==> src/pkg/selwk_pkg.sv <==
// Constants and carrier types for the selective-wake frame configuration block.
package selwk_pkg;

    localparam int          ADDR_W            = 7;
    localparam int          DATA_W            = 8;
    localparam int          NUM_BYTES         = 8;

    localparam logic [6:0]  ADDR_ID_MASK_LOW  = 7'h2a;
    localparam logic [6:0]  ADDR_LENGTH_CODE  = 7'h2b;
    localparam logic [6:0]  ADDR_FD_CONTROL   = 7'h34;
    // Entry k is the address of wake_payload_byte k.
    localparam logic [7:0][6:0] ADDR_PAYLOAD  = {7'h2c, 7'h2d, 7'h2e, 7'h2f,
                                                 7'h30, 7'h31, 7'h32, 7'h33};

    localparam int          MASK_LSB          = 2;
    localparam int          MASK_MSB          = 6;
    localparam int          DLC_MSB           = 3;
    localparam int          FD_EN_BIT         = 0;
    localparam int          FILT_LSB          = 1;
    localparam int          FILT_MSB          = 3;
    localparam int          BYPASS_BIT        = 4;
    localparam int          ERR_DIS_BIT       = 5;

    localparam logic [7:0]  RESET_VALUE       = 8'h00;
    localparam logic [4:0]  MASK_RESET        = 5'h00;
    localparam logic [3:0]  DLC_RESET         = 4'h0;
    localparam logic [3:0]  DLC_FULL_LEN      = 4'h8;
    localparam logic [7:0]  ERR_COUNT_MAX     = 8'hff;

    localparam logic [9:0]  FILT_STEP_NS      = 10'h032;
    localparam logic [9:0]  FILT_LONGEST_NS   = 10'h2bc;
    localparam logic [2:0]  FILT_LAST_STEP    = 3'h5;
    localparam logic [2:0]  FILT_LONGEST_CODE = 3'h7;

    typedef struct packed {
        logic            err_cnt_disable;
        logic            analog_bypass;
        logic [2:0]      filter_code;
        logic            fd_enable;
    } selwk_fd_cfg_t;

    typedef struct packed {
        logic [3:0]      dlc;
        logic [4:0]      id_low;
        logic [7:0][7:0] data;
    } selwk_frame_t;

endpackage

==> src/rtl/selwk_frame_config.sv <==
// Selective-wake frame configuration registers and wake-up frame comparator.
`timescale 1ns/1ns
// What this block does
// - Mask bits 6:2 select compared identifier bits.
// - Reserved register bits always read zero.
// - Length codes eight to fifteen mean eight.
// - Received length code must match exactly.
// - Eight independent eight-bit expected payload registers.
// - Bit 0 enables FD tolerant mode.
// - Bit 5 with FD mode suspends error counter.
// - Silence timeout clears error counter disable.
// - Bit 4 bypasses analog filter only.
// - Bits 3:1 pick dominant filter time.
// - Power-on and soft reset zero the fields; filter time resets to 50 ns, and only power-on clears receiver select.
// - Restart keeps fields, reserved bits zero.
// - Receiver select zero means low-power receiver.
module selwk_frame_config (
    input  wire logic                   core_clk,
    input  wire logic                   rst,
    input  wire logic                   soft_reset,
    input  wire logic                   restart,
    input  wire logic                   reg_wr_en,
    input  wire logic                   reg_rd_en,
    input  wire logic [6:0]             reg_addr,
    input  wire logic [7:0]             reg_wdata,
    output logic      [7:0]             reg_rdata,
    input  wire logic                   silence_timeout,
    input  wire logic                   wake_receiver_select,
    input  wire logic [4:0]             ref_id_low,
    input  wire logic                   frame_valid,
    input  wire selwk_pkg::selwk_frame_t frame_in,
    input  wire logic                   frame_error,
    output logic                        match_valid,
    output logic                        match_hit,
    output logic [7:0]                  error_count,
    output logic                        error_counter_active,
    output logic                        use_standard_receiver,
    output selwk_pkg::selwk_fd_cfg_t    fd_cfg,
    output logic [9:0]                  fd_dominant_filter_time_ns
);

    logic [4:0]                id_low_compare_mask_reg;
    logic [3:0]                length_code_reg;
    logic [7:0]                payload_reg [8];
    selwk_pkg::selwk_fd_cfg_t  fd_cfg_reg;
    logic [7:0]                rdata_next;
    logic [7:0]                byte_hit;
    logic [3:0]                byte_count;
    logic                      id_hit;
    logic                      match_next;
    logic                      match_valid_reg;
    logic                      match_hit_reg;
    logic [7:0]                error_count_reg;
    logic                      use_std_reg;
    logic [9:0]                filter_ns_reg;
    logic [9:0]                filter_ns_next;
    logic                      cfg_clear;

    // Soft reset acts as a power-on reset on every register of this block except the receiver select.
    assign cfg_clear = rst | soft_reset;

    // Restart is deliberately absent here: configured fields survive it.
    always_ff @(posedge core_clk) begin
        if (cfg_clear) begin
            id_low_compare_mask_reg <= selwk_pkg::MASK_RESET;
        end else if (reg_wr_en && reg_addr == selwk_pkg::ADDR_ID_MASK_LOW) begin
            id_low_compare_mask_reg <= reg_wdata[selwk_pkg::MASK_MSB:selwk_pkg::MASK_LSB];
        end
    end

    always_ff @(posedge core_clk) begin
        if (cfg_clear) begin
            length_code_reg <= selwk_pkg::DLC_RESET;
        end else if (reg_wr_en && reg_addr == selwk_pkg::ADDR_LENGTH_CODE) begin
            length_code_reg <= reg_wdata[selwk_pkg::DLC_MSB:0];
        end
    end

    genvar k;
    generate
        for (k = 0; k < selwk_pkg::NUM_BYTES; k++) begin : g_byte
            always_ff @(posedge core_clk) begin
                if (cfg_clear) begin
                    payload_reg[k] <= selwk_pkg::RESET_VALUE;
                end else if (reg_wr_en && reg_addr == selwk_pkg::ADDR_PAYLOAD[k]) begin
                    payload_reg[k] <= reg_wdata;
                end
            end

            // Bytes past the configured length always count as equal.
            assign byte_hit[k] = (4'(k) >= byte_count) || (frame_in.data[k] == payload_reg[k]);

            // Each byte register must take a write to its own address and no other.
            payload_lands_a: assert property (@(posedge core_clk) disable iff (cfg_clear)
                reg_wr_en && reg_addr == selwk_pkg::ADDR_PAYLOAD[k]
                |=> payload_reg[k] == $past(reg_wdata))
                else $error("Payload byte write did not land.");

            payload_holds_a: assert property (@(posedge core_clk) disable iff (cfg_clear)
                !(reg_wr_en && reg_addr == selwk_pkg::ADDR_PAYLOAD[k])
                |=> payload_reg[k] == $past(payload_reg[k]))
                else $error("Payload byte changed without its own write.");
        end
    endgenerate

    // A host write in the same cycle as the timeout wins, so software intent is never lost.
    always_ff @(posedge core_clk) begin
        if (cfg_clear) begin
            fd_cfg_reg <= '0;
        end else if (reg_wr_en && reg_addr == selwk_pkg::ADDR_FD_CONTROL) begin
            fd_cfg_reg.err_cnt_disable <= reg_wdata[selwk_pkg::ERR_DIS_BIT];
            fd_cfg_reg.analog_bypass   <= reg_wdata[selwk_pkg::BYPASS_BIT];
            fd_cfg_reg.filter_code     <= reg_wdata[selwk_pkg::FILT_MSB:selwk_pkg::FILT_LSB];
            fd_cfg_reg.fd_enable       <= reg_wdata[selwk_pkg::FD_EN_BIT];
        end else if (silence_timeout) begin
            fd_cfg_reg.err_cnt_disable <= 1'b0;
        end
    end

    // Codes 8 to 15 all mean a full payload.
    always_comb begin
        if (length_code_reg >= selwk_pkg::DLC_FULL_LEN) begin
            byte_count = selwk_pkg::DLC_FULL_LEN;
        end else begin
            byte_count = length_code_reg;
        end
    end

    assign id_hit     = ((frame_in.id_low ^ ref_id_low) & id_low_compare_mask_reg) == 5'h00;
    assign match_next = (frame_in.dlc == length_code_reg) && id_hit && (&byte_hit);

    always_ff @(posedge core_clk) begin
        if (cfg_clear) begin
            match_valid_reg <= 1'b0;
            match_hit_reg   <= 1'b0;
        end else begin
            match_valid_reg <= frame_valid;
            match_hit_reg   <= frame_valid && match_next;
        end
    end

    always_ff @(posedge core_clk) begin
        if (cfg_clear) begin
            error_count_reg <= selwk_pkg::RESET_VALUE;
        end else if (frame_error && error_counter_active && error_count_reg != selwk_pkg::ERR_COUNT_MAX) begin
            error_count_reg <= error_count_reg + 8'h01;
        end
    end

    assign error_counter_active = !(fd_cfg_reg.err_cnt_disable && fd_cfg_reg.fd_enable);

    // Sampled register so the receiver choice cannot glitch mid-frame.
    always_ff @(posedge core_clk) begin
        if (rst) begin
            use_std_reg <= 1'b0;
        end else begin
            use_std_reg <= wake_receiver_select;
        end
    end

    // Filter times run from 50 to 700 ns, half a core cycle up to seven, so they leave as nanoseconds.
    always_comb begin
        if (fd_cfg_reg.filter_code == selwk_pkg::FILT_LONGEST_CODE) begin
            filter_ns_next = selwk_pkg::FILT_LONGEST_NS;
        end else if (fd_cfg_reg.filter_code > selwk_pkg::FILT_LAST_STEP) begin
            filter_ns_next = 10'(selwk_pkg::FILT_STEP_NS * ({7'h00, selwk_pkg::FILT_LAST_STEP} + 10'h001));
        end else begin
            filter_ns_next = 10'(selwk_pkg::FILT_STEP_NS * ({7'h00, fd_cfg_reg.filter_code} + 10'h001));
        end
    end

    always_ff @(posedge core_clk) begin
        if (cfg_clear) begin
            filter_ns_reg <= selwk_pkg::FILT_STEP_NS;
        end else begin
            filter_ns_reg <= filter_ns_next;
        end
    end

    // Reserved bits are built as constant zero, so a restart cannot disturb them.
    always_comb begin
        rdata_next = selwk_pkg::RESET_VALUE;
        case (reg_addr)
            selwk_pkg::ADDR_ID_MASK_LOW: begin
                rdata_next = {1'b0, id_low_compare_mask_reg, 2'b00};
            end
            selwk_pkg::ADDR_LENGTH_CODE: begin
                rdata_next = {4'h0, length_code_reg};
            end
            selwk_pkg::ADDR_FD_CONTROL: begin
                rdata_next = {2'b00, fd_cfg_reg};
            end
            default: begin
                for (int i = 0; i < selwk_pkg::NUM_BYTES; i++) begin
                    if (reg_addr == selwk_pkg::ADDR_PAYLOAD[i]) begin
                        rdata_next = payload_reg[i];
                    end
                end
            end
        endcase
    end

    always_ff @(posedge core_clk) begin
        if (cfg_clear) begin
            reg_rdata <= selwk_pkg::RESET_VALUE;
        end else if (reg_rd_en) begin
            reg_rdata <= rdata_next;
        end
    end

    assign match_valid                = match_valid_reg;
    assign match_hit                  = match_hit_reg;
    assign error_count                = error_count_reg;
    assign use_standard_receiver      = use_std_reg;
    assign fd_cfg                     = fd_cfg_reg;
    assign fd_dominant_filter_time_ns = filter_ns_reg;

    // Checks beside the logic that they guard.
    mask_write_lands_a: assert property (@(posedge core_clk) disable iff (cfg_clear)
        reg_wr_en && reg_addr == selwk_pkg::ADDR_ID_MASK_LOW
        |=> id_low_compare_mask_reg == $past(reg_wdata[6:2]))
        else $error("Mask write did not land in bits 6:2.");

    reserved_zero_a: assert property (@(posedge core_clk) disable iff (rst)
        $past(reg_rd_en) && ($past(reg_addr) == selwk_pkg::ADDR_ID_MASK_LOW)
        |-> reg_rdata[7] == 1'b0 && reg_rdata[1:0] == 2'b00)
        else $error("Reserved mask bits read nonzero.");

    length_exact_a: assert property (@(posedge core_clk) disable iff (cfg_clear)
        frame_valid && frame_in.dlc != length_code_reg |=> !match_hit)
        else $error("Frame with wrong length code matched.");

    fd_enable_write_a: assert property (@(posedge core_clk) disable iff (cfg_clear)
        reg_wr_en && reg_addr == selwk_pkg::ADDR_FD_CONTROL
        |=> fd_cfg.fd_enable == $past(reg_wdata[0]) && fd_cfg.analog_bypass == $past(reg_wdata[4]))
        else $error("FD control write did not take effect.");

    error_suspend_a: assert property (@(posedge core_clk) disable iff (cfg_clear)
        !error_counter_active |=> error_count == $past(error_count))
        else $error("Error counter moved while suspended.");

    silence_clear_a: assert property (@(posedge core_clk) disable iff (cfg_clear)
        silence_timeout && !(reg_wr_en && reg_addr == selwk_pkg::ADDR_FD_CONTROL)
        |=> !fd_cfg.err_cnt_disable)
        else $error("Silence timeout did not clear the disable bit.");

    filter_time_a: assert property (@(posedge core_clk) disable iff (cfg_clear)
        fd_cfg.filter_code == 3'h2 [*2] |-> fd_dominant_filter_time_ns == 10'h096)
        else $error("Filter time for code 2 is not 150 ns.");

    soft_reset_zero_a: assert property (@(posedge core_clk) disable iff (rst)
        soft_reset |=> length_code_reg == 4'h0 && fd_cfg == '0 && payload_reg[0] == 8'h00)
        else $error("Soft reset left a register nonzero.");

    restart_keeps_a: assert property (@(posedge core_clk) disable iff (cfg_clear)
        restart && !reg_wr_en |=> length_code_reg == $past(length_code_reg))
        else $error("Restart disturbed a configured field.");

    receiver_select_a: assert property (@(posedge core_clk) disable iff (rst)
        !wake_receiver_select |=> !use_standard_receiver)
        else $error("Standard receiver chosen with select low.");

    receiver_standard_a: assert property (@(posedge core_clk) disable iff (rst)
        wake_receiver_select |=> use_standard_receiver)
        else $error("Low-power receiver kept with select high.");

    length_write_a: assert property (@(posedge core_clk) disable iff (cfg_clear)
        reg_wr_en && reg_addr == selwk_pkg::ADDR_LENGTH_CODE
        |=> length_code_reg == $past(reg_wdata[3:0]))
        else $error("Length code write did not land in bits 3:0.");

    // Readback of the reserved positions is checked on the cycle after each read.
    reserved_upper_a: assert property (@(posedge core_clk) disable iff (rst)
        $past(reg_rd_en) && ($past(reg_addr) == selwk_pkg::ADDR_LENGTH_CODE)
        |-> reg_rdata[7:4] == 4'h0)
        else $error("Reserved length bits read nonzero.");

    reserved_fd_a: assert property (@(posedge core_clk) disable iff (rst)
        $past(reg_rd_en) && ($past(reg_addr) == selwk_pkg::ADDR_FD_CONTROL)
        |-> reg_rdata[7:6] == 2'b00)
        else $error("Reserved FD control bits read nonzero.");

    // A frame that differs in a compared identifier bit must never wake the node.
    id_mismatch_a: assert property (@(posedge core_clk) disable iff (cfg_clear)
        frame_valid && (|(id_low_compare_mask_reg & (frame_in.id_low ^ ref_id_low)))
        |=> !match_hit)
        else $error("Frame with a masked identifier mismatch matched.");

    // Byte 0 lies inside every length from one upwards, so it is always compared there.
    byte0_compared_a: assert property (@(posedge core_clk) disable iff (cfg_clear)
        frame_valid && length_code_reg != 4'h0 && frame_in.data[0] != payload_reg[0]
        |=> !match_hit)
        else $error("Frame with a wrong first byte matched.");

    full_length_a: assert property (@(posedge core_clk) disable iff (cfg_clear)
        frame_valid && length_code_reg[3] && frame_in.data[7] != payload_reg[7]
        |=> !match_hit)
        else $error("Last byte ignored for a length code of eight or more.");

    zero_length_a: assert property (@(posedge core_clk) disable iff (cfg_clear)
        frame_valid && length_code_reg == 4'h0 && frame_in.dlc == 4'h0
        && !(|(id_low_compare_mask_reg & (frame_in.id_low ^ ref_id_low)))
        |=> match_hit)
        else $error("Zero-length frame with a matching identifier missed.");

    // The second counter check reads the FD enable bit directly, not the combined gate.
    counter_idle_a: assert property (@(posedge core_clk) disable iff (cfg_clear)
        !frame_error |=> error_count == $past(error_count))
        else $error("Error counter moved without an error event.");

    disable_needs_fd_a: assert property (@(posedge core_clk) disable iff (cfg_clear)
        frame_error && !fd_cfg.fd_enable && error_count != 8'hff
        |=> error_count == $past(error_count) + 8'h01)
        else $error("Error counter stopped with FD tolerant mode off.");

    bypass_filter_a: assert property (@(posedge core_clk) disable iff (cfg_clear)
        (fd_cfg.analog_bypass && fd_cfg.filter_code == 3'h7) [*2] |-> fd_dominant_filter_time_ns == 10'h2bc)
        else $error("Analog bypass disturbed the dominant filter time.");

    // Restart must leave every configured field as the host last wrote it.
    restart_fields_a: assert property (@(posedge core_clk) disable iff (cfg_clear)
        restart && !reg_wr_en && !silence_timeout
        |=> id_low_compare_mask_reg == $past(id_low_compare_mask_reg) && fd_cfg == $past(fd_cfg))
        else $error("Restart disturbed the mask or FD control fields.");

    match_pairs_a: assert property (@(posedge core_clk) disable iff (cfg_clear)
        match_hit |-> match_valid)
        else $error("Match reported without a frame.");

    cover_match_c: cover property (@(posedge core_clk) disable iff (cfg_clear)
        frame_valid ##1 match_hit);

    cover_full_len_c: cover property (@(posedge core_clk) disable iff (cfg_clear)
        frame_valid && length_code_reg > 4'h8 ##1 match_hit);

    cover_timeout_c: cover property (@(posedge core_clk) disable iff (cfg_clear)
        fd_cfg.err_cnt_disable ##1 silence_timeout ##1 !fd_cfg.err_cnt_disable);

    cover_restart_c: cover property (@(posedge core_clk) disable iff (cfg_clear)
        restart ##1 length_code_reg != 4'h0);

    cover_suspend_c: cover property (@(posedge core_clk) disable iff (cfg_clear)
        frame_error && !error_counter_active);

endmodule
==> config.mk <==
export PLATFORM = sky130hd
export DESIGN_NAME = selwk_frame_config
export DESIGN_NICKNAME = d
export VERILOG_FILES = /design/src/pkg/selwk_pkg.sv /design/src/rtl/selwk_frame_config.sv
export SDC_FILE = /design/constraint.sdc
export NUM_CORES = 1
export LEC_CHECK = 0
export BUFFER_PORTS_ARGS = -buffer_cell sky130_fd_sc_hd__buf_2
export CORE_MARGIN = 10
export CORE_UTILIZATION = 56
export CTS_CLUSTER_SIZE = 25
export DETAILED_ROUTE_END_ITERATION = 12
export PLACE_DENSITY = 0.82
export SYNTH_ARGS = -nofsm -noshare
export SYNTH_HDL_FRONTEND = slang
export SYNTH_SLANG_ARGS = --single-unit
export TNS_END_PERCENT = 20
==> constraint.sdc <==
create_clock -name core_clk -period 4.8 [get_ports core_clk]
set_clock_uncertainty 0.05 [all_clocks]
set_input_delay 1.44 -clock core_clk [delete_from_list [all_inputs] [get_ports core_clk]]
set_output_delay 1.44 -clock core_clk [all_outputs]
set_load 0.02 [all_outputs]
# After elaboration in Yosys (flattened, before gate mapping)
# Memory sizes are Yosys's and may differ from the RTL's.
# Index checks and enable logic that the tools add are counted.
# totals
memories,1
inputBits,103
latchBits,0
elab_cells,140
register_bits,44
output_inout_bits,36
mem_bits_ro,0
ramBits,64
# classes
multipliers,1
n_lt_le_gt_ge,10
n_eq_ne,22
n_mux,48
n_reduce_logical,31
addsub,2
shifts,0
bitwise_logic,11
n_div,0
# mem_list
name,depth,word_bits,read_ports,rd_clocked_by_memory_dff,wr,line_no,text
payload_reg,8,8,8,0,8,selwk_frame_config.sv:44,logic [7:0] payload_reg [8];
# op_table
operator,count
8-bit two-way mux,16
"7-bit by 6-bit == test with 1-bit output, second input constant",11
8-bit == test,8
1-bit two-way mux,28
8-bit one-hot mux with 3 select lines,1
10-bit two-way mux,2
1-bit logical AND,17
"3-bit by 4-bit >= comparator with 1-bit output, first input constant",4
"5-bit by 4-bit multiplier with 9-bit output, first input constant",1
1-bit OR,9
"8-bit by 1-bit adder with 8-bit output, second input constant",1
"1-bit by 4-bit >= comparator with 1-bit output, first input constant",2
"2-bit by 4-bit >= comparator with 1-bit output, first input constant",2
1-bit logical OR,8
"8-bit inequality test, second input constant",1
8-bit AND reduction,1
5-bit AND,1
5-bit zero test,1
5-bit bitwise XOR,1
"3-bit by 1-bit adder with 4-bit output, second input constant",1
4-bit == test,1
"4-bit >= comparator, second input constant",1
4-bit two-way mux,1
"3-bit == test, second input constant",1
5 further kinds,5

# Longest topological paths before layout
# Gate-level depths: netlist of run 1.
# depth
ltp_word,10
ltp_mapped,10
ltp_nobuf,10

# Worst setup path after synthesis of run 1
# No wires, ideal clock.
# synth_path
path_type,input port to flip-flop
startpoint,in reg_addr[3]
endpoint,"mem payload_reg[3][0] (netlist: payload_reg[0][24]), enable pin"
setup_ns,0.387
stages,4
arrival_time_ns,2.784
t_required_ns,4.363
n_path_buf,1
path_slack_ns,1.579
path_cell_list,buf_2 > and4bb_1 > nand2_1 > o31ai_1
# synth_rtl
item,line_no,text
start: declaration,selwk_frame_config.sv:24,"input wire logic [6:0] reg_addr,"
end: declaration,selwk_frame_config.sv:44,

# Final worst setup path of run 1
# layout_path
startpoint,in reg_addr[0]
endpoint,reg reg_rdata[3]
# layout_between
elab_chain_len,10
elab_cells_between_ends,20
cone_classes,eq/ne: 11; mux: 9
# layout_lines
item,line_no,text
7-bit by 6-bit == test with 1-bit output,selwk_frame_config.sv:195,if (reg_addr == selwk_pkg::ADDR_PAYLOAD[i]) begin
8-bit two-way mux (8 in a row),selwk_frame_config.sv:195,
8-bit one-hot mux with 3 select lines *,selwk_frame_config.sv:183,case (reg_addr)
end signal: assignment,selwk_frame_config.sv:205,reg_rdata <= selwk_pkg::RESET_VALUE;
end signal: assignment,selwk_frame_config.sv:207,reg_rdata <= rdata_next;
end: declaration,selwk_frame_config.sv:26,"output logic [7:0] reg_rdata,"
# Every way passes the cells marked *; elsewhere a longest branch is shown, timed or not.
# A chain may end at the register's enable or synchronous reset.

==> metrics.txt, run 1 <==
switching power roughly 0.00047 W; Layout area overhead 15.66%; CTS max path bufs 2; Syn Inst Count approximately 560; Peak VDD IR 0.2252 mV; Worst setup EP type flop; Placed Area 6799 sq um; CTS Buf Count 9; diodes inserted 0; clk root buf clkbuf_8; wire length per cell slightly above 20 microns; top_reg_cell synth edfxtp_1; Critical Path Start Type input port; DR vias 4,944; Synth area leader edfxtp_1; final worst-path cycle share between 60 and 70%; Largest register FFs 64; Worst R2R Setup Slack 2.22 ns; fin crit period approximately 3.2 ns; Setup Fix Bufs, Post-CTS 0; largest net degree at the start of global routing 34; Final Setup Violations 0; #FFs+latches synth 107; CTS resizes 0; Data arrival, critical path approximately 3.4 ns; Total Neg Setup Slack 0 ns; Cell Rows 37; Routed WL around 17,000 microns; Overflow after GRT 0; fin util about 67%; I/O pins approximately 140; GPL Wtd Cong between 0.9 and 1; sw frac a little over a quarter; layout cell share with drive strength beyond 1 a little over a quarter; Hold Crit Class reg -> reg; power per cell area 253.1 nW/um^2; Synth Cell Area 6032 sq um; first-pass GRT wire length 26,380 microns; Max-Cap Viols 0; # clock sinks 107; register area share after synthesis a little under half; drt first pass iters 5; final layout net count roughly 800; Fillers 826; initial antenna violation count 0; Clk network pwr share 29.2%; starting density of the core a little under 60%; Leakage 2.926 nW; vias in the first global route about 5,000; CTS HTree Levels 3; post-detailed-route count of antenna-violating nets 0; Yosys cell types between 60 and 70; synth warn 0; Worst Max-Slew Pin Slew between 0.8 and 0.9 ns; max-slew violation count 0; Post-synth EDFFs 64; Syn Area/Cell ~11 sq um; Post-synth ARST share 0%; Comb power frac around 12%; outcome completed; unrepaired setup endpoints after global routing no; WS Path Type in -> reg; # hold bufs at CTS 0; largest cells by area after synthesis edfxtp_1 (32%), dfxtp_1 (14%), xor2_1 (11%); Core Region roughly 10,000 sq um; Max Clock Freq 314.1 MHz; area of the die between 15,000 and 20,000 sq um; Total Power roughly 0.0018 W; drt drc 0; TritonCTS clock tree built; Worst-path clk slew around 0.1 ns; HPWL Detailed 13,310 microns; routed vias/inst ~5.9; Seq pwr share about three fifths; Die X about 120 microns; Total GRT Usage around 22%; worst rel slew slack 43.89%; Int Pwr around 0.0013 W; Worst Reg-to-Reg Cells 9; critical path required time 5.03 ns; clock latency on the worst-skew pair between 0.3 and 0.4 ns; final hold vios 0; CP Max Fanout 31; hold depth 2; area fraction of the dominant cell type after synthesis 31.86%; initial drt markers 450; final design area excluding fillers ~7000 sq um; PortBufs roughly 140; Die Y-Extent between 100 and 150 microns
-- cells in the final DEF (no fill, tap or decap), types with 5 or more instances in the layout --
cell type  count
and2_1        66
nand3_1       22
and3_1         5
nand2_1       38
mux4_2         6
a31oi_1        6
edfxtp_1      64
nor3_1        10
xor2_1        74
nor2_1        22
buf_4          6
dfxtp_1       43
nor4_1        16
xnor2_1        8
a21oi_1       34
buf_2        136
ha_1          11
clkbuf_8      10
inv_1          6
mux2i_1        7
a22oi_1        8
o21ai_0       17
-- worst paths after layout --
| check | end | startpoint |
|---|---|---|
| setup reg to reg | fd_dominant_filter_time_ns[9]$_SDFF_PN0_ | fd_cfg[1]$_SDFFE_PN0P_ |
| hold / removal | reg_rdata[7]$_SDFFE_PN0P_ | reg_rdata[7]$_SDFFE_PN0P_ |
| setup / recovery | reg_rdata[3]$_SDFFE_PN0P_ | reg_addr[0] |
| hold reg to reg | reg_rdata[7]$_SDFFE_PN0P_ | reg_rdata[7]$_SDFFE_PN0P_ |
-- per-stage QoR --
step | cells | setup WS (ns) | hold slack, ns
after floorplan | 563 | 1.579 | 0.3993
after global placement | 816 | 1.267 | 0.4062
after detailed placement | 816 | 1.220 | 0.4152
after CTS | 832 | 1.617 | 0.4298
after global routing | 832 | 1.515 | 0.4730
final | 832 | 1.617 | 0.4313
-- critical path, cell delays in order --
cell and delay, ns:
buf_2 0.63, mux4_1 0.66, and3_1 0.23, a211oi_1 0.21, o21a_1 0.16, o41ai_2 0.06
-- cells in the mapped netlist (7+ instances only) --
| cell | count |
|---|---|
| and2_1 | 66 |
| nor2_1 | 22 |
| a21oi_1 | 34 |
| nor3_1 | 10 |
| mux2i_1 | 7 |
| dfxtp_1 | 43 |
| a22oi_1 | 8 |
| xnor2_1 | 8 |
| ha_1 | 11 |
| nand2_1 | 38 |
| o21ai_0 | 17 |
| nor4_1 | 16 |
| clkbuf_1 | 14 |
| nand3_1 | 22 |
| edfxtp_1 | 64 |
| xor2_1 | 74 |
-- kinds of logic after synthesis --
family	Yosys count	synth area share [%]
simple gates	219	21.84
other cells	1	0.06217
flops	107	46.13
compound gates	93	10.06
mux	16	4.709
buf+inv	32	2.676
fa+ha+maj	12	2.614
xor+xnor	82	11.91
-- layer usage --
metal / share of wire (%) / track usage [%]
met1: 38 / 27.47
met2: 49 / 37.95
met3: 9.8 / 4.887
met4: 3.7 / 8.952
met5: 0 / 0
-- layout make-up --
class	count	area (sq um)	share of cell area, %
inverter	7	28.78	0.4125
multi-input combinational	424	3092	44.31
timing repair buffer	142	725.7	10.40
sequential	107	2783	39.89
clock inverter	5	36.28	0.5201
tap	136	170.2	2.439
clock buffer	11	141.4	2.027
-- power groups by stage --
stage / Combinational [W] / Sequential (W) / Clock [W]
finish: 0.000219 / 0.00103 / 0.000516
global route: 0.000234 / 0.00103 / 0.000562
CTS: 0.000217 / 0.00103 / 0.000516
detailed placement: 0.000216 / 0.00105 / 0
global placement: 0.000211 / 0.00105 / 0
floorplan: 0.000118 / 0.00104 / 0
(Power assumes the default switching activity.)
==> run 2: changes to the inputs <==
--- a/config.mk
+++ b/config.mk
@@ -7,10 +7,10 @@
 export LEC_CHECK = 0
 export BUFFER_PORTS_ARGS = -buffer_cell sky130_fd_sc_hd__buf_2
 export CORE_MARGIN = 10
-export CORE_UTILIZATION = 56
+export CORE_UTILIZATION = 55
 export CTS_CLUSTER_SIZE = 25
 export DETAILED_ROUTE_END_ITERATION = 12
-export PLACE_DENSITY = 0.82
+export PLACE_DENSITY = 0.81
 export SYNTH_ARGS = -nofsm -noshare
 export SYNTH_HDL_FRONTEND = slang
 export SYNTH_SLANG_ARGS = --single-unit
==> constraint.sdc (replaced) <==
create_clock -name core_clk -period 3.3 [get_ports core_clk]
set_clock_uncertainty 0.05 [all_clocks]
set_input_delay 0.99 -clock core_clk [delete_from_list [all_inputs] [get_ports core_clk]]
set_output_delay 0.99 -clock core_clk [all_outputs]
set_load 0.02 [all_outputs]
==> run 2 against run 1 <==
Compared with the run above: sequential power rose by 46%; final cell count increased by 1.1%; worst hold slack worse by 0.0040 ns; global-route usage shrank 0.53 points; register-to-register slack lost 1.5 ns; largest cell class unchanged.
==> metrics.txt, run 2 (synthesis results as in run 1) <==
PortBufs ~140; CTS resizes 0; CTS HTree Levels 3; Cell Rows 38; Total GRT Usage about 22%; Leakage 2.961 nW; Peak VDD IR 0.2400 mV; CTS Buf Count 9; critical path required time about 3.5 ns; final layout net count just over 800; Max-Cap Viols 0; HPWL Detailed between 10,000 and 15,000 microns; worst slack, placed 0.5444 ns; wire length per cell between 20 and 25 microns; area of the multi-input gates 3092 sq um; GPL Wtd Cong a little under 1; Layout area overhead 16.72%; # clock sinks between 100 and 150; Core Region around 11,000 sq um; DR vias just under 5,000; Max Clock Freq 387.9 MHz; commonest non-fill, non-tap cell in the layout buf_2; drt first pass iters 4; I/O pins about 140; Largest register FFs 64; Worst Max-Slew Pin Slew 0.8706 ns; Worst setup EP type flop; Fillers 854; CP Max Fanout 7; Die X 124.7 microns; GRT met1 Usage around 28%; routed vias/inst between 5 and 6; starting density of the core ~56%; largest net degree at the start of global routing 34; fin crit period ~2.6 ns; Worst-path clk slew 0.10 ns; initial antenna violation count 1; vias in the first global route 5,161; clk root buf clkbuf_8; Die Y-Extent around 120 microns; unrepaired setup endpoints after global routing no; # hold bufs at CTS 0; first-pass GRT wire length between 20,000 and 30,000 microns; met3 Use GR about 4.6%; layout cell share with drive strength beyond 1 between 20% and 30%; initial drt markers roughly 390; Setup Fix Bufs, Post-CTS 0; Total Neg Setup Slack 0 ns; Reg area 2783 sq um; WS Path Type reg -> reg; commonest cells after routing, fill and taps aside buf_2 (136), xor2_1 (74), and2_1 (66), edfxtp_1 (64), dfxtp_1 (43); Data arrival, critical path around 2.8 ns; met2 Usage GRT between 30% and 40%; CTS max path bufs 2; Final Setup Violations 0; post-detailed-route count of antenna-violating nets 0; power per cell area 378.2 nW/um^2; TritonCTS clock tree built; final hold vios 0; worst rel slew slack just over 40%; clock latency on the worst-skew pair 0.38 ns; final worst-path cycle share 78.12%; Critical Path Start Type flop; fin worst setup slack between 0.7 and 0.8 ns; Routed WL roughly 18,000 microns; Hold Crit Class reg -> reg; outcome completed; Overflow after GRT 0; drt drc 0; GR peak layer met2; max-slew violation count 0; area of the die 15,560 sq um
## run 2: changes by cell type in the layout (fill, tap and decap cells not counted), sizes merged
| cell | previous run | this run |
|---|---|---|
| buf | 142 | 146 |
| inv | 8 | 11 |
| clkbuf | 11 | 9 |
| clkinv | 2 | 0 |
| bufinv | 0 | 1 |
| diode | 0 | 1 |
## run 2: final timing paths
path	slack, ns	start	depth (start not counted)	to
worst min-delay path	0.43	reg_rdata[7]$_SDFFE_PN0P_	2	reg_rdata[7]$_SDFFE_PN0P_
worst min register to register	0.43	reg_rdata[7]$_SDFFE_PN0P_	2	reg_rdata[7]$_SDFFE_PN0P_
worst max-delay path	0.72	fd_cfg[1]$_SDFFE_PN0P_	9	fd_dominant_filter_time_ns[9]$_SDFF_PN0_
worst max register to register	0.72	fd_cfg[1]$_SDFFE_PN0P_	9	fd_dominant_filter_time_ns[9]$_SDFF_PN0_
## run 2: report_power, final
part | leakage, nW | internal [W] | switching [W]
registers | 1.04 | 0.00146 | 0.0000425
clock network | 0.0987 | 0.000363 | 0.000476
logic | 1.82 | 0.000135 | 0.000187
total | 2.96 | 0.00196 | 0.000706
## run 2: routing by layer
layer  share of wire [%]  up-vias
met5                   0        -
met3                 7.9       35
li1                    -     2293
met2                  48      205
met4                 2.6        0
met1                  41     2359
## run 2: area by class of cell
cell class,count,share of cell area [%]
flip-flops and latches,107,39.52
repair buffers,146,10.73
inverters,7,0.4087
clock buffers,9,1.759
diodes,1,0.03554
clock inverters,7,1.137
well taps,140,2.488
multi-input cells,424,43.91
## run 2: critical path, stage by stage, from the launching register on
cell	delay [ns]
dfxtp_1	0.53
inv_1	0.13
ha_1	0.36
inv_1	0.06
ha_1	0.33
fa_1	0.48
a31oi_1	0.21
xnor2_1	0.09
a21oi_1	0.16
nor2_1	0.06
## run 2: per-stage QoR
step	hold slack (ns)	utilization, %	cell area (sq um)	cells	power, W
after CTS	0.4284	65.21	7038	840	0.002664
after global placement	0.4095	63.32	6834	824	0.001836
after floorplan	0.3993	-	6036	563	0.001691
after detailed placement	0.4116	63.32	6834	824	0.001849
after global routing	0.4504	65.23	7041	841	0.002745
final	0.4273	65.23	7041	841	0.002662
==> run 3: changes to the inputs <==
--- a/config.mk
+++ b/config.mk
@@ -7,10 +7,10 @@
 export LEC_CHECK = 0
 export BUFFER_PORTS_ARGS = -buffer_cell sky130_fd_sc_hd__buf_2
 export CORE_MARGIN = 10
-export CORE_UTILIZATION = 55
+export CORE_UTILIZATION = 49
 export CTS_CLUSTER_SIZE = 25
 export DETAILED_ROUTE_END_ITERATION = 12
-export PLACE_DENSITY = 0.81
+export PLACE_DENSITY = 0.76
 export SYNTH_ARGS = -nofsm -noshare
 export SYNTH_HDL_FRONTEND = slang
 export SYNTH_SLANG_ARGS = --single-unit
==> constraint.sdc (replaced) <==
create_clock -name core_clk -period 2.1 [get_ports core_clk]
set_clock_uncertainty 0.05 [all_clocks]
set_input_delay 0.63 -clock core_clk [delete_from_list [all_inputs] [get_ports core_clk]]
set_output_delay 0.63 -clock core_clk [all_outputs]
set_load 0.02 [all_outputs]
==> run 3 against run 2 <==
Compared with the run above: sequential share of layout area decreased by 2.9 points; critical path type unchanged; via count rose by 4.6%; highest routed layer unchanged; count of clock-buffer cells in the layout up 3; final cell count grew 6.2%; register-to-register slack got worse by 0.65 ns; combinational power is 77% higher.
==> metrics.txt, run 3 (synthesis results as in run 1) <==
max incr delay on CP between 0.3 and 0.4 ns; worst slack, placed -0.1876 ns; PortBufs between 100 and 150; area of the die approximately 17,000 sq um; largest net degree at the start of global routing 21; Fillers about 1,000; clock latency on the worst-skew pair 0.36 ns; Stages on worst setup path 8; Worst Reg-to-Reg Cells 8; final design area excluding fillers 7612 sq um; Critical Path Start Type flop; HPWL Detailed 14,840 microns; Core Region ~12,000 sq um; vias in the first global route between 5,000 and 6,000; wire length per cell between 20 and 25 microns; WHS ~0.41 ns; Placed Cells between 800 and 900; first-pass GRT wire length approximately 29,000 microns; # hold bufs at CTS 0; worst rel slew slack 63.28%; CP Max Fanout 4; CP Capture Point fd_dominant_filter_time_ns[7]$_SDFF_PN0_; CP bufs+invs 1; drt first pass iters 7; critical path required time about 2.3 ns; Setup Fix Bufs, Post-CTS 0; Hold Crit Class in -> reg; Worst R2R Setup Slack 0.07 ns; outcome completed; Layout area overhead 26.20%; CTS HTree Levels 3; layout cell share with drive strength beyond 1 33.65%; fin worst setup slack roughly 0.068 ns; met3 Use GR under 10%; crit path launch fd_cfg[1]$_SDFFE_PN0P_; CTS Buf Count 9; I/O pins around 140; GPL Wtd Cong about 0.94; final worst-path cycle share between 90% and 100%; Top Family by Delay on Critical Path adder cells; post-detailed-route count of antenna-violating nets 0; starting density of the core roughly half; final layout net count 856; drt drc 0; GRT met1 Usage 27.20%; commonest non-fill, non-tap cell in the layout buf_2; Worst-path clk slew 0.07 ns; Leakage 3.222 nW; Worst Max-Slew Pin Slew approximately 0.55 ns; Die X between 100 and 150 microns; WS Path Type reg -> reg; diodes inserted 0; Overflow after GRT 0; Max Clock Freq roughly 490 MHz; Int Pwr around 0.0034 W; CP max stage cell fa_2; max-slew violation count 0; Seq pwr share ~53%; power per cell area ~600 nW/um^2; hold depth 2; Max-Cap Viols 0; TritonCTS clock tree built; fin crit period around 2 ns; switching power between 0.001 and 0.0015 W; crit-path cells ha_4 > ha_4 > ha_4 > fa_2 > buf_4 > xor2_1 > a21oi_1 > nor2_1; Placed Area around 7300 sq um; reg2reg end fd_dominant_filter_time_ns[7]$_SDFF_PN0_; Die Y-Extent about 130 microns; routed vias/inst ~5.7; final hold vios 0; commonest cells after routing, fill and taps aside buf_2 (136), xor2_1 (74), and2_1 (66), edfxtp_1 (64), buf_4 (52); Peak VDD IR between 0.4 and 0.5 mV; initial antenna violation count 0; Total GRT Usage 22.51%; Largest register FFs between 60 and 70; Worst setup EP type flop; initial drt markers 429; GR peak layer met2; met2 Usage GRT a little over a third; Data arrival, critical path 2.23 ns; DR vias about 5,100; Routed WL 18,890 microns; Layout Cells excl Fill slightly below 900; clk root buf clkbuf_16; Clk network pwr share 34.7%; sw frac between 20% and 30%; # clock sinks ~110; Comb power frac between 10% and 20%; Final Setup Violations 0; Cell Rows 40; most used cell, CP ha_4; CTS max path bufs 2; reg2reg start fd_cfg[1]$_SDFFE_PN0P_
## run 3: changes by cell type in the layout (fill, tap and decap cells not counted), moves of 3 or more
cell       before  now
clkbuf_16       0    9
clkbuf_8        9    0
dfxtp_1        43   40
inv_6           3    0
buf_4          10   52
clkbuf_1        0    3
ha_4            0    6
buf_12          0    4
ha_1           11    4
## run 3: what timing repair did
action / CTS / global route
pin swaps: 1 / 4
endpoints found under the setup margin: 3 / 3
resized for setup: 7 / 8
endpoints found under the hold margin: 0 / 0
## run 3: worst register-to-register path, stage by stage, from the launching register on
cell     delay [ns]
dfxtp_4        0.36
ha_4           0.16
ha_4           0.30
ha_4           0.22
fa_2           0.37
buf_4          0.14
xor2_1         0.15
a21oi_1        0.13
nor2_1         0.05
## run 3: cell type report
class | instances | area (sq um) | share of cell area [%]
clock buffer | 12 | 236.5 | 3.107
multi-input combinational | 424 | 3196 | 41.98
sequential | 107 | 2789 | 36.64
timing repair buffer | 192 | 1151 | 15.12
clock inverter | 4 | 27.53 | 0.3616
inverter | 7 | 28.78 | 0.3780
tap | 147 | 183.9 | 2.416
## run 3: worst min-delay path by stage
stage | slack (ns) | end | from
2_1_floorplan | 0.40 | id_low_compare_mask_reg[0]$_SDFFE_PN0P_ | id_low_compare_mask_reg[0]$_SDFFE_PN0P_
3_3_place_gp | 0.41 | reg_rdata[7]$_SDFFE_PN0P_ | reg_rdata[7]$_SDFFE_PN0P_
3_5_place_dp | 0.41 | reg_rdata[7]$_SDFFE_PN0P_ | reg_rdata[7]$_SDFFE_PN0P_
4_1_cts | 0.40 | use_standard_receiver$_SDFF_PP0_ | rst
5_1_grt | 0.41 | use_standard_receiver$_SDFF_PP0_ | rst
6_report | 0.41 | use_standard_receiver$_SDFF_PP0_ | rst
## run 3: metrics by stage
step	total power, W	setup TNS [ns]	util [%]
finish	0.004483	0	63.38
global route	0.004651	-0.01136	63.38
CTS	0.004505	0	62.99
detailed placement	0.002967	-3.733	60.36
global placement	0.002945	-1.953	60.36
floorplan	0.002659	-2.986	-
## run 3: power by group through the flow
stage / registers [W] / clock network [W] / logic (W)
global route: 0.00236 / 0.00167 / 0.000614
floorplan: 0.00239 / 0 / 0.000271
detailed placement: 0.00241 / 0 / 0.000562
finish: 0.00236 / 0.00156 / 0.000570
CTS: 0.00236 / 0.00158 / 0.000566
global placement: 0.00240 / 0 / 0.000545
## run 3: metal layers
metal / vias up / wire [microns]
li1: 2387 / -
met1: 2463 / 7542
met2: 215 / 9008
met3: 54 / 1527
met4: 0 / 812
met5: - / 0
